### src/inc/biop_pkg.sv
package biop_pkg;

  // ------------------------------------------------------------
  // Port geometry and register map
  // ------------------------------------------------------------
  localparam int unsigned   PIN_COUNT       = 8;
  localparam int unsigned   ADDR_W          = 4;
  localparam int unsigned   DATA_W          = 8;

  localparam logic [3:0]    OFS_PORT_DATA   = 4'h0;
  localparam logic [3:0]    OFS_PIN_DIR     = 4'h1;
  localparam logic [3:0]    OFS_PAD_OPTION  = 4'h2;
  localparam logic [3:0]    OFS_IRQ_SENSE   = 4'h3;

  // ------------------------------------------------------------
  // Reset values
  // ------------------------------------------------------------
  localparam logic [7:0]    RST_PORT_DATA   = 8'h00;
  localparam logic [7:0]    RST_PIN_DIR     = 8'h00;
  localparam logic [7:0]    RST_PAD_OPTION  = 8'h00;
  localparam logic [1:0]    RST_IRQ_SENSE   = 2'h0;

  // ------------------------------------------------------------
  // Sensitivity field of the sense select register, bits 1:0
  // ------------------------------------------------------------
  localparam int unsigned   SENSE_LSB       = 0;
  localparam int unsigned   SENSE_W         = 2;

  typedef enum logic [1:0] {
    BIOP_SENSE_FALL_LOW = 2'h0,
    BIOP_SENSE_RISE     = 2'h1,
    BIOP_SENSE_FALL     = 2'h2,
    BIOP_SENSE_BOTH     = 2'h3
  } biop_sense_t;

endpackage

### src/biop_port.sv
// What this block does
// RULE_01 - Eight pins, bit x controls pin x
// RULE_02 - Input direction: data read returns pin level
// RULE_03 - Data write in input mode: latch only
// RULE_04 - Output direction: drive latch, read latch
// RULE_05 - Option selects push-pull or open-drain driver
// RULE_06 - Direction/option pair encodes four pin modes
// RULE_07 - Interrupt input raises request on matching event
// RULE_08 - Programmable sensitivity, each pin requests independently
// RULE_09 - Detect per pin first, then OR
// RULE_10 - Hidden request latch cleared by vector fetch
// RULE_11 - Rewriting sensitivity clears pending request latch
// RULE_12 - Enabled peripheral overrides standard pin settings
// RULE_13 - Peripheral output forces output, its driver type
// RULE_14 - Software sets input mode for peripheral inputs
// RULE_15 - Input config, peripheral output: read peripheral value
// RULE_16 - Output config, peripheral input: feed latch value
// RULE_17 - Deliver only for interrupt mode and unmasked CPU
// RULE_18 - Pins hold state; interrupt wakes from wait/halt
// RULE_19 - Software sets analog pins to floating input
// RULE_20 - Software avoids peripheral on interrupt inputs
// RULE_21 - Software writes data before switching to output
// RULE_22 - High side only push-pull; pull-up only pull-up input
//
// Design decisions made here: the placing of the registers and strobed register access.
module biop_port
  import biop_pkg::*;
#(
  parameter int unsigned       PINS        = PIN_COUNT,
  parameter logic [PINS-1:0]   IRQ_CAPABLE = 8'h0f,
  parameter logic [PINS-1:0]   PULLUP_CAP  = 8'hff
)
(
  input  wire logic              clk,
  input  wire logic              rst_n,
  input  wire logic [ADDR_W-1:0] reg_addr,
  input  wire logic [DATA_W-1:0] reg_wdata,
  input  wire logic              reg_wr,
  input  wire logic              reg_rd,
  output logic [DATA_W-1:0]      reg_rdata,
  input  wire logic [PINS-1:0]   pin_in,
  output logic [PINS-1:0]        pin_out,
  output logic [PINS-1:0]        pin_oe,
  output logic [PINS-1:0]        pullup_en,
  output logic [PINS-1:0]        highside_en,
  input  wire logic [PINS-1:0]   alt_en,
  input  wire logic [PINS-1:0]   alt_out_en,
  input  wire logic [PINS-1:0]   alt_out,
  input  wire logic [PINS-1:0]   alt_open_drain,
  output logic [PINS-1:0]        alt_in,
  input  wire logic              cpu_irq_mask,
  input  wire logic              vector_fetch,
  output logic                   irq_req,
  output logic                   wake_req
);

  // ------------------------------------------------------------
  // Registers
  // ------------------------------------------------------------
  logic [PINS-1:0]    port_data;
  logic [PINS-1:0]    pin_direction;
  logic [PINS-1:0]    pad_option;
  biop_sense_t        irq_sense_select_reg;
  logic [PINS-1:0]    pin_prev;
  logic               irq_latch;

  logic [PINS-1:0]    alt_drive;
  logic [PINS-1:0]    irq_mode;
  wire  [PINS-1:0]    pin_event;
  logic               any_event;
  logic               wr_data;
  logic               wr_dir;
  logic               wr_opt;
  logic               sense_wr;
  wire  [PINS-1:0]    next_pin_out;
  wire  [PINS-1:0]    next_pin_oe;
  wire  [PINS-1:0]    next_pullup;
  wire  [PINS-1:0]    next_highside;
  wire  [PINS-1:0]    read_view;
  logic [DATA_W-1:0]  next_rdata;

  assign wr_data  = reg_wr && reg_addr == OFS_PORT_DATA;
  assign wr_dir   = reg_wr && reg_addr == OFS_PIN_DIR;
  assign wr_opt   = reg_wr && reg_addr == OFS_PAD_OPTION;
  assign sense_wr = reg_wr && reg_addr == OFS_IRQ_SENSE;

  // Writes only touch the latch; the pads follow the mode
  always_ff @(posedge clk or negedge rst_n)
  begin
    if (!rst_n)
    begin
      port_data <= RST_PORT_DATA;
    end
    else if (wr_data)
    begin
      port_data <= reg_wdata[PINS-1:0]; // RULE_03
    end
  end

  always_ff @(posedge clk or negedge rst_n)
  begin
    if (!rst_n)
    begin
      pin_direction <= RST_PIN_DIR;
    end
    else if (wr_dir)
    begin
      pin_direction <= reg_wdata[PINS-1:0]; // RULE_01
    end
  end

  always_ff @(posedge clk or negedge rst_n)
  begin
    if (!rst_n)
    begin
      pad_option <= RST_PAD_OPTION;
    end
    else if (wr_opt)
    begin
      pad_option <= reg_wdata[PINS-1:0]; // RULE_01
    end
  end

  always_ff @(posedge clk or negedge rst_n)
  begin
    if (!rst_n)
    begin
      irq_sense_select_reg <= biop_sense_t'(RST_IRQ_SENSE);
    end
    else if (sense_wr)
    begin
      irq_sense_select_reg <= biop_sense_t'(reg_wdata[SENSE_LSB +: SENSE_W]); // RULE_08
    end
  end

  // ------------------------------------------------------------
  // Pad control
  // ------------------------------------------------------------
  assign alt_drive = alt_en & alt_out_en; // RULE_12

  // One slice per pin, so no pin ever depends on a neighbour's settings
  for (genvar i = 0; i < PINS; i++)
  begin : g_pin
    logic [1:0] mode;
    logic       drv_out;
    logic       drv_oe;
    logic       drv_pu;
    logic       drv_hs;
    logic       seen;
    logic       hit;

    assign mode = {pin_direction[i], pad_option[i]}; // RULE_06

    always_comb
    begin
      drv_out = 1'b0;
      drv_oe  = 1'b0;
      drv_pu  = 1'b0;
      drv_hs  = 1'b0;
      if (alt_drive[i])
      begin
        // Peripheral picks its own driver type
        drv_out = alt_open_drain[i] ? 1'b0 : alt_out[i];  // RULE_13
        drv_oe  = alt_open_drain[i] ? ~alt_out[i] : 1'b1; // RULE_13
        drv_hs  = ~alt_open_drain[i];                     // RULE_22
      end
      else
      begin
        case (mode)
          2'h0:
          begin
            // Floating input: the only safe mode for analog and two-way pins
            drv_pu = 1'b0;
          end
          2'h1:
          begin
            drv_pu = PULLUP_CAP[i]; // RULE_22
          end
          2'h2:
          begin
            // Open drain releases the pin for a latch one
            drv_oe = ~port_data[i]; // RULE_05
          end
          2'h3:
          begin
            drv_out = port_data[i]; // RULE_04
            drv_oe  = 1'b1;         // RULE_05
            drv_hs  = 1'b1;         // RULE_22
          end
          default:
          begin
            drv_oe = 1'b0;
          end
        endcase
      end
    end

    assign next_pin_out[i]  = drv_out;
    assign next_pin_oe[i]   = drv_oe;
    assign next_pullup[i]   = drv_pu;
    assign next_highside[i] = drv_hs;

    // Data read view
    always_comb
    begin
      seen = pin_in[i]; // RULE_02
      if (alt_drive[i] && !pin_direction[i])
      begin
        seen = alt_out[i]; // RULE_15
      end
      else if (pin_direction[i])
      begin
        seen = port_data[i]; // RULE_04
      end
    end

    assign read_view[i] = seen;

    // Per-pin detection comes before the OR across the vector's pins
    always_comb
    begin
      hit = 1'b0;
      case (irq_sense_select_reg)
        BIOP_SENSE_FALL_LOW:
        begin
          hit = ~pin_in[i]; // RULE_07
        end
        BIOP_SENSE_RISE:
        begin
          hit = pin_in[i] & ~pin_prev[i]; // RULE_07
        end
        BIOP_SENSE_FALL:
        begin
          hit = ~pin_in[i] & pin_prev[i]; // RULE_07
        end
        BIOP_SENSE_BOTH:
        begin
          hit = pin_in[i] ^ pin_prev[i]; // RULE_07
        end
        default:
        begin
          hit = 1'b0;
        end
      endcase
    end

    assign pin_event[i] = hit; // RULE_09
  end

  // Registered pads; levels persist in low-power modes as the clock keeps them
  always_ff @(posedge clk or negedge rst_n)
  begin
    if (!rst_n)
      pin_out <= '0;
    else
      pin_out <= next_pin_out; // RULE_18
  end

  always_ff @(posedge clk or negedge rst_n)
  begin
    if (!rst_n)
      pin_oe <= '0;
    else
      pin_oe <= next_pin_oe;
  end

  always_ff @(posedge clk or negedge rst_n)
  begin
    if (!rst_n)
      pullup_en <= '0;
    else
      pullup_en <= next_pullup;
  end

  always_ff @(posedge clk or negedge rst_n)
  begin
    if (!rst_n)
      highside_en <= '0;
    else
      highside_en <= next_highside;
  end

  // Peripheral input sees the latch when the pin is an output
  always_ff @(posedge clk or negedge rst_n)
  begin
    if (!rst_n)
    begin
      alt_in <= '0;
    end
    else
    begin
      alt_in <= (pin_direction & port_data) | (~pin_direction & pin_in); // RULE_16
    end
  end

  // ------------------------------------------------------------
  // Register read
  // ------------------------------------------------------------
  always_comb
  begin
    next_rdata = '0;
    case (reg_addr)
      OFS_PORT_DATA:  next_rdata[PINS-1:0] = read_view;
      OFS_PIN_DIR:    next_rdata[PINS-1:0] = pin_direction;
      OFS_PAD_OPTION: next_rdata[PINS-1:0] = pad_option;
      OFS_IRQ_SENSE:  next_rdata[SENSE_LSB +: SENSE_W] = irq_sense_select_reg;
      default:        next_rdata = '0;
    endcase
  end

  // Read data only in the cycle after the strobe
  always_ff @(posedge clk or negedge rst_n)
  begin
    if (!rst_n)
    begin
      reg_rdata <= '0;
    end
    else if (reg_rd)
    begin
      reg_rdata <= next_rdata;
    end
    else
    begin
      reg_rdata <= '0;
    end
  end

  // ------------------------------------------------------------
  // External interrupt
  // ------------------------------------------------------------
  // An enabled peripheral keeps a pin out of detection; software should
  // not combine the two in the first place
  assign irq_mode = ~pin_direction & pad_option & IRQ_CAPABLE & ~alt_en; // RULE_17

  // Starts high so a pin held high through reset gives no false rising edge
  always_ff @(posedge clk or negedge rst_n)
  begin
    if (!rst_n)
      pin_prev <= '1;
    else
      pin_prev <= pin_in;
  end

  assign any_event = |(pin_event & irq_mode); // RULE_09

  // A new event beats a fetch or sense rewrite in the same cycle
  always_ff @(posedge clk or negedge rst_n)
  begin
    if (!rst_n)
    begin
      irq_latch <= 1'b0;
    end
    else if (any_event)
    begin
      irq_latch <= 1'b1; // RULE_08
    end
    else if (vector_fetch)
    begin
      irq_latch <= 1'b0; // RULE_10
    end
    else if (sense_wr)
    begin
      irq_latch <= 1'b0; // RULE_11
    end
  end

  // Wake ignores the mask: the core unmasks on entering low-power modes
  always_ff @(posedge clk or negedge rst_n)
  begin
    if (!rst_n)
      irq_req <= 1'b0;
    else
      irq_req <= irq_latch & ~cpu_irq_mask; // RULE_17
  end

  always_ff @(posedge clk or negedge rst_n)
  begin
    if (!rst_n)
      wake_req <= 1'b0;
    else
      wake_req <= irq_latch; // RULE_18
  end

endmodule

### config.mk
export PLATFORM = sky130hd
export DESIGN_NAME = biop_port
export DESIGN_NICKNAME = d
export VERILOG_FILES = /design/src/inc/biop_pkg.sv /design/src/biop_port.sv
export SDC_FILE = /design/constraint.sdc
export NUM_CORES = 1
export LEC_CHECK = 0
export BUFFER_PORTS_ARGS = -buffer_cell sky130_fd_sc_hd__buf_4
export CAP_MARGIN = 20
export CORE_UTILIZATION = 40
export DETAILED_ROUTE_END_ITERATION = 16
export GPL_TIMING_DRIVEN = 1
export PLACE_DENSITY_LB_ADDON = 0.2
export SETUP_SLACK_MARGIN = 0.2
export SYNTH_ARGS = -nofsm -noshare
export SYNTH_HDL_FRONTEND = slang
export SYNTH_SLANG_ARGS = --single-unit
### constraint.sdc
create_clock -name clk -period 1.4 [get_ports clk]
set_clock_uncertainty 0.1 [all_clocks]
set_input_delay 0.14 -clock clk [delete_from_list [all_inputs] [get_ports clk]]
set_output_delay 0.14 -clock clk [all_outputs]
set_load 0.005 [all_outputs]
==> flow_summary.toml, run 1 <==
[global_routing]
grt.overflow.total = 0
antenna_found_initial = 0
grt_pass1_vias = 3206
grt_usage_pct = 20.98
grt_first_pass_wirelength_um = 15410
grt_start_max_net_pins = 33

[cts]
cts_max_level = 3
clockBufferDepth = 2
numCtsBuffers = 9
clock_latency_ns = 0.34
cts_tree = "done"
cts.sinks = 81
cts.clk_slew.worst_paths_ns = 0.08
root_buffer = "clkbuf_8"

[sta]
setup_viol = 1
rsz0062_at_grt = "true"
max_freq_ghz = 0.6451
tns_ns = -0.1501
fin_crit_ns = 1.550
period_share_pct = 110.7
hold_violations = 0
slew_headroom_pct = 74.23
tightest_slew_ns = 0.3856
slew_violations = 0
layout_setup_ws_ns = -0.1501

[critical_path]
worstPathCellList = "inv_2, ha_4, mux4_2, nand2_2, nand4_1"
reg2reg_from = "pin_prev[0]"
start_kind = "flip-flop"
critPathRequiredTime_ns = 1.51
cp.arrival_ns = 1.66
worstPathMaxFanout = 2
worstSetupPathType = "reg2reg"
reg2reg_to = "irq_latch"
slowest_delay_ns = 0.54
crit_family = "flip-flops"
cp.depth = 5
reg2reg_depth = 5
crit_buf_inv = 1
slowest_stage = "dfstp_2"
r2r_setup_slack_ns = -0.15
end_kind = "flip-flop"
crit_end = "irq_latch"
critPathLaunch = "pin_prev[0]"

[final_layout]
syn_to_final_growth_pct = 55.46
n_antenna_cell = 0
layout-drive-gt1-share_pct = 46.08
nets = 559

[yosys]
yosys.area.top_type_share_pct = 53.58
synth_edf_count = 0
yosys.cell_types.count = 39
yosysMostFrequentCell = "dfrtp_1"
ys.flop_type = "dfrtp_1"
synth_common_cells = "dfrtp_1, mux2_2, inv_1"
ys_ff_latch = 81
synthCells = 303
netlist_area_um2 = 3596
synth_top_cell_by_area = "dfrtp_1"
ys_top_cells_by_area = "dfrtp_1, mux2_2, dfstp_2"
yosysSeqAreaShare_pct = 56.51
synth_area_per_cell_um2 = 11.87
async_flop_share_pct = 100.0
yosysWarnings = 0
synth_nets = 369

[pwr]
p_comb_share_pct = 28.0
fin_total_pwr_w = 0.006770
pwr_density_cell_nw_per_um2 = 1211
leakage_nw = 2.772
p_clk_share_pct = 26.9
ir_drop_mv = 0.6718
netSwitchingFraction_pct = 27.38
internal-power_w = 0.004916
seqPwrFrac_pct = 45.1
switchingPower_w = 0.001854

[place]
numPortBuffers = 107
dp_hpwl_um = 6349
routabilityCongestion = 0.7229

[detailed_routing]
finalWirelength_um = 9551
ant_nets = 0
vias = 3077
drc = 0
dr.pass1.iters = 4
wire_per_inst_um = 15.79
drt-initial-drc-count = 72
viasPerCell = 5.086

[run_status]
violations = "setup timing"
outcome = "complete, but fails checks"

[die]
die_h_um = 96.82
floorplan.initialDensity_pct = 41.23
fp.coreArea_um2 = 8721
die_w_um = 96.82
die-area_um2 = 9373
rows = 34
ioPinCount = 108

[worst_hold_path]
hold_class = "in2reg"

[job]
drv_cap = 0
## worst min-delay path by stage
stage | startpoint | to | slack [ns] | depth (start not counted)
CTS | pin_in[6] | alt_in[6] | -0.08 | 2
global placement | rst_n | port_data[1] | -0.04 | 1
floorplan | rst_n | alt_in[0] | -0.26 | 0
global route | pin_in[6] | alt_in[6] | 0.03 | 3
finish | pin_in[6] | alt_in[6] | 0.03 | 3
detailed placement | rst_n | port_data[1] | -0.04 | 1
## final cells by class
type | count | area [um2]
clock inverter | 6 | 83.83
clock buffer | 9 | 123.9
tap | 108 | 135.1
fill | 706 | 3131
timing repair buffer | 190 | 1592
inverter | 26 | 97.59
multi-input combinational | 185 | 1521
sequential | 81 | 2037
## layer usage
metal / share of wire (%) / vias to the layer above / global-route usage, %
li1: - / 1469 / -
met1: 41 / 1518 / 24.96
met2: 53 / 80 / 36.84
met3: 4.4 / 10 / 4.263
met4: 1.7 / 0 / 8.611
met5: 0 / - / 0
## metrics by stage
stage               hold WS (ns)  std cells  utilization (%)  worst slack [ns]  cell area, um2
floorplan                -0.2556        303                -          -0.08193            3652
global route             0.02949        605            64.10           -0.2381            5590
global placement        -0.04230        531            53.96           -0.1300            4706
finish                   0.03232        605            64.10           -0.1501            5590
detailed placement      -0.03715        531            53.96           -0.1695            4706
CTS                     -0.07878        597            62.48           -0.1513            5449
## kinds of logic (layout without fill, tap and decap cells)
| kind of cell | count (synthesis) | count (layout) | share of synthesized area [%] |
|---|---|---|---|
| multiplexers | 38 | 38 | 12.07 |
| buffers and inverters | 37 | 231 | 4.106 |
| AO/OA/AOI/OAI | 69 | 69 | 13.54 |
| AND/OR/NAND/NOR | 70 | 70 | 10.99 |
| flip-flops | 81 | 81 | 56.51 |
| adder cells (fa/ha/maj) | 8 | 8 | 2.784 |
## power groups by stage
stage                     combinational (W)  clock [W]  sequential, W
after floorplan                    0.000774          0        0.00302
after global placement              0.00151          0        0.00308
after detailed placement            0.00154          0        0.00311
after CTS                           0.00177    0.00186        0.00306
after global routing                0.00207    0.00195        0.00312
final                               0.00190    0.00182        0.00305
## worst min-delay path: cells and delay by family
| family | cells | cell delay [ns] |
|---|---|---|
| multiplexers | 1 | 0.13 |
| buffers and inverters | 2 | 0.17 |
## repair_timing
| item | CTS | global route |
|---|---|---|
| hold endpoints to repair | 133 | 0 |
| pin swaps | 4 | 10 |
| hold buffers | 43 | 0 |
| resized for setup | 17 | 23 |
| buffers inserted | 8 | 8 |
| endpoints found under the setup margin | 9 | 15 |
## cell usage in the layout (no fill, tap or decap), types with 3 or more instances in the layout
cell type,netlist,routed
o21ai_0,14,8
nand2_1,24,23
mux2_4,0,5
a211oi_1,3,3
o21ai_1,0,3
dlygate4sd3_1,0,38
buf_4,1,138
nand3_2,0,3
clkinv_2,0,3
dfstp_2,4,4
clkbuf_8,0,9
ha_1,8,7
dfrtp_1,77,73
nor2_1,15,15
inv_1,26,25
o32ai_1,8,8
o21ai_2,0,3
nand2b_1,4,4
dfrtp_2,0,4
a22oi_1,6,6
o211ai_1,5,5
a21oi_1,14,14
mux2_2,33,28
dlymetal6s4s_1,0,5
buf_6,0,6
or2_2,4,4
nand3_1,8,4
mux2i_1,4,4
nand2_2,2,3
a311o_1,8,8
and3b_1,4,4
Power figures use the tool's default switching activity.
==> inputs of run 2 (changes only) <==
- CORE_UTILIZATION: 40 -> 46
- REMOVE_ABC_BUFFERS: default -> 1
==> flow_summary.toml, run 2 (synthesized netlist as in run 1, its figures left out) <==
[detailed_routing]
viasPerCell = 5.237
drt-initial-drc-count = 143
ant_nets = 0
drc = 0
wire_per_inst_um = 15.81
vias = 3069
finalWirelength_um = 9265
dr.pass1.iters = 4

[worst_hold_path]
hold_class = "in2reg"
holdPathStages = 2

[critical_path]
crit_family = "flip-flops"
worstSetupPathType = "reg2reg"
critPathRequiredTime_ns = 1.52
start_kind = "flip-flop"
slowest_delay_ns = 0.55
worstPathMaxFanout = 2
cp.arrival_ns = 1.70
worstPathCellList = "inv_2, ha_4, mux4_2, nand2_2, nand4_1"
crit_buf_inv = 1
slowest_stage = "dfstp_2"
cp.depth = 5
reg2reg_depth = 5
end_kind = "flip-flop"

[place]
numPortBuffers = 107
dpl_cell_area_um2 = 4656
dp_hpwl_um = 5941
routabilityCongestion = 0.7915

[run_status]
outcome = "complete, but fails checks"
violations = "hold timing, setup timing"

[final_layout]
layout_commonest_cell = "buf_4"
layout-drive-gt1-share_pct = 45.38
final_util_pct = 74.78
n_antenna_cell = 0
fin_area_um2 = 5540
nets = 549
final_cell_mix = "buf_4, dfrtp_1, dlygate4sd3_1, mux2_2, inv_1"
syn_to_final_growth_pct = 54.07

[global_routing]
antenna_found_initial = 0
grt_start_max_net_pins = 35
grt_usage_pct = 23.19
grt_first_pass_wirelength_um = 14720
grt_pass1_vias = 3086
grt.overflow.total = 0

[cts]
root_buffer = "clkbuf_8"
clock_latency_ns = 0.35
numCtsBuffers = 9
cts.sinks = 81
cts_hold_buffers = 42
cts_max_level = 3
clockBufferDepth = 2
cts_tree = "done"
cts.clk_slew.worst_paths_ns = 0.08

[die]
fp.coreArea_um2 = 7408
die_h_um = 90.42
ioPinCount = 108
die-area_um2 = 8175
floorplan.initialDensity_pct = 48.54
rows = 31
die_w_um = 90.42

[sta]
layout_setup_ws_ns = -0.1815
rsz0062_at_grt = "true"
max_freq_ghz = 0.6323
slew_headroom_pct = 70.25
tightest_slew_ns = 0.4451
tns_ns = -0.1815
slew_violations = 0
setup_viol = 1
holdWs_ns = -0.05874
hold_violations = 1
fin_crit_ns = 1.582
period_share_pct = 113.0

[pwr]
pwr_density_cell_nw_per_um2 = 1239
leakage_nw = 2.716
fin_total_pwr_w = 0.006865
ir_drop_mv = 0.6661

[job]
drv_cap = 0
-- run 2: final timing paths --
check	startpoint	end	slack, ns
worst max-delay path	pin_prev[0]	irq_latch	-0.18
worst min-delay path	pin_in[6]	alt_in[6]	-0.06
worst max register to register	pin_prev[0]	irq_latch	-0.18
worst min register to register	irq_latch	wake_req	0.32
max in group asynchronous	rst_n	pin_prev[0]	0.54
min in group asynchronous	rst_n	irq_req	0.12
-- run 2: metrics by stage --
step                std cells  setup slack, ns
floorplan                 292         -0.09820
global placement          519          -0.1403
detailed placement        519          -0.1924
global route              586          -0.2385
finish                    586          -0.1815
CTS                       581          -0.1630
-- run 2: worst reg2reg max path, stage by stage, from the launching register on --
cell     delay [ns]
dfstp_2        0.55
inv_2          0.04
ha_4           0.14
mux4_2         0.46
nand2_2        0.09
nand4_1        0.08
-- run 2: layout make-up --
cell class	count	area, um2
multi-input combinational	185	1526
tap	99	123.9
sequential	81	2039
clock inverter	4	76.32
fill	501	1868
clock buffer	11	151.4
timing repair buffer	180	1525
inverter	26	97.59
-- run 2: timing repair --
item / in CTS / in global routing
buffers inserted: 5 / 5
gates resized for setup: 24 / 28
pin swaps: 6 / 12
endpoints found under the hold margin: 134 / 1
endpoints found under the setup margin: 10 / 15
-- run 2: power breakdown --
group	switching, W	leakage [nW]	internal, W
sequential	0.000289	1.01	0.00278
combinational	0.000742	1.59	0.00110
clock	0.000855	0.112	0.00110
total	0.00189	2.72	0.00498
-- run 2: routing by layer --
layer	vias up	routed length [um]	global-route usage [%]
li1	1459	-	-
met1	1508	3950	29.39
met2	81	4749	37.72
met3	21	323	5.471
met4	0	242	10.62
met5	-	0	0
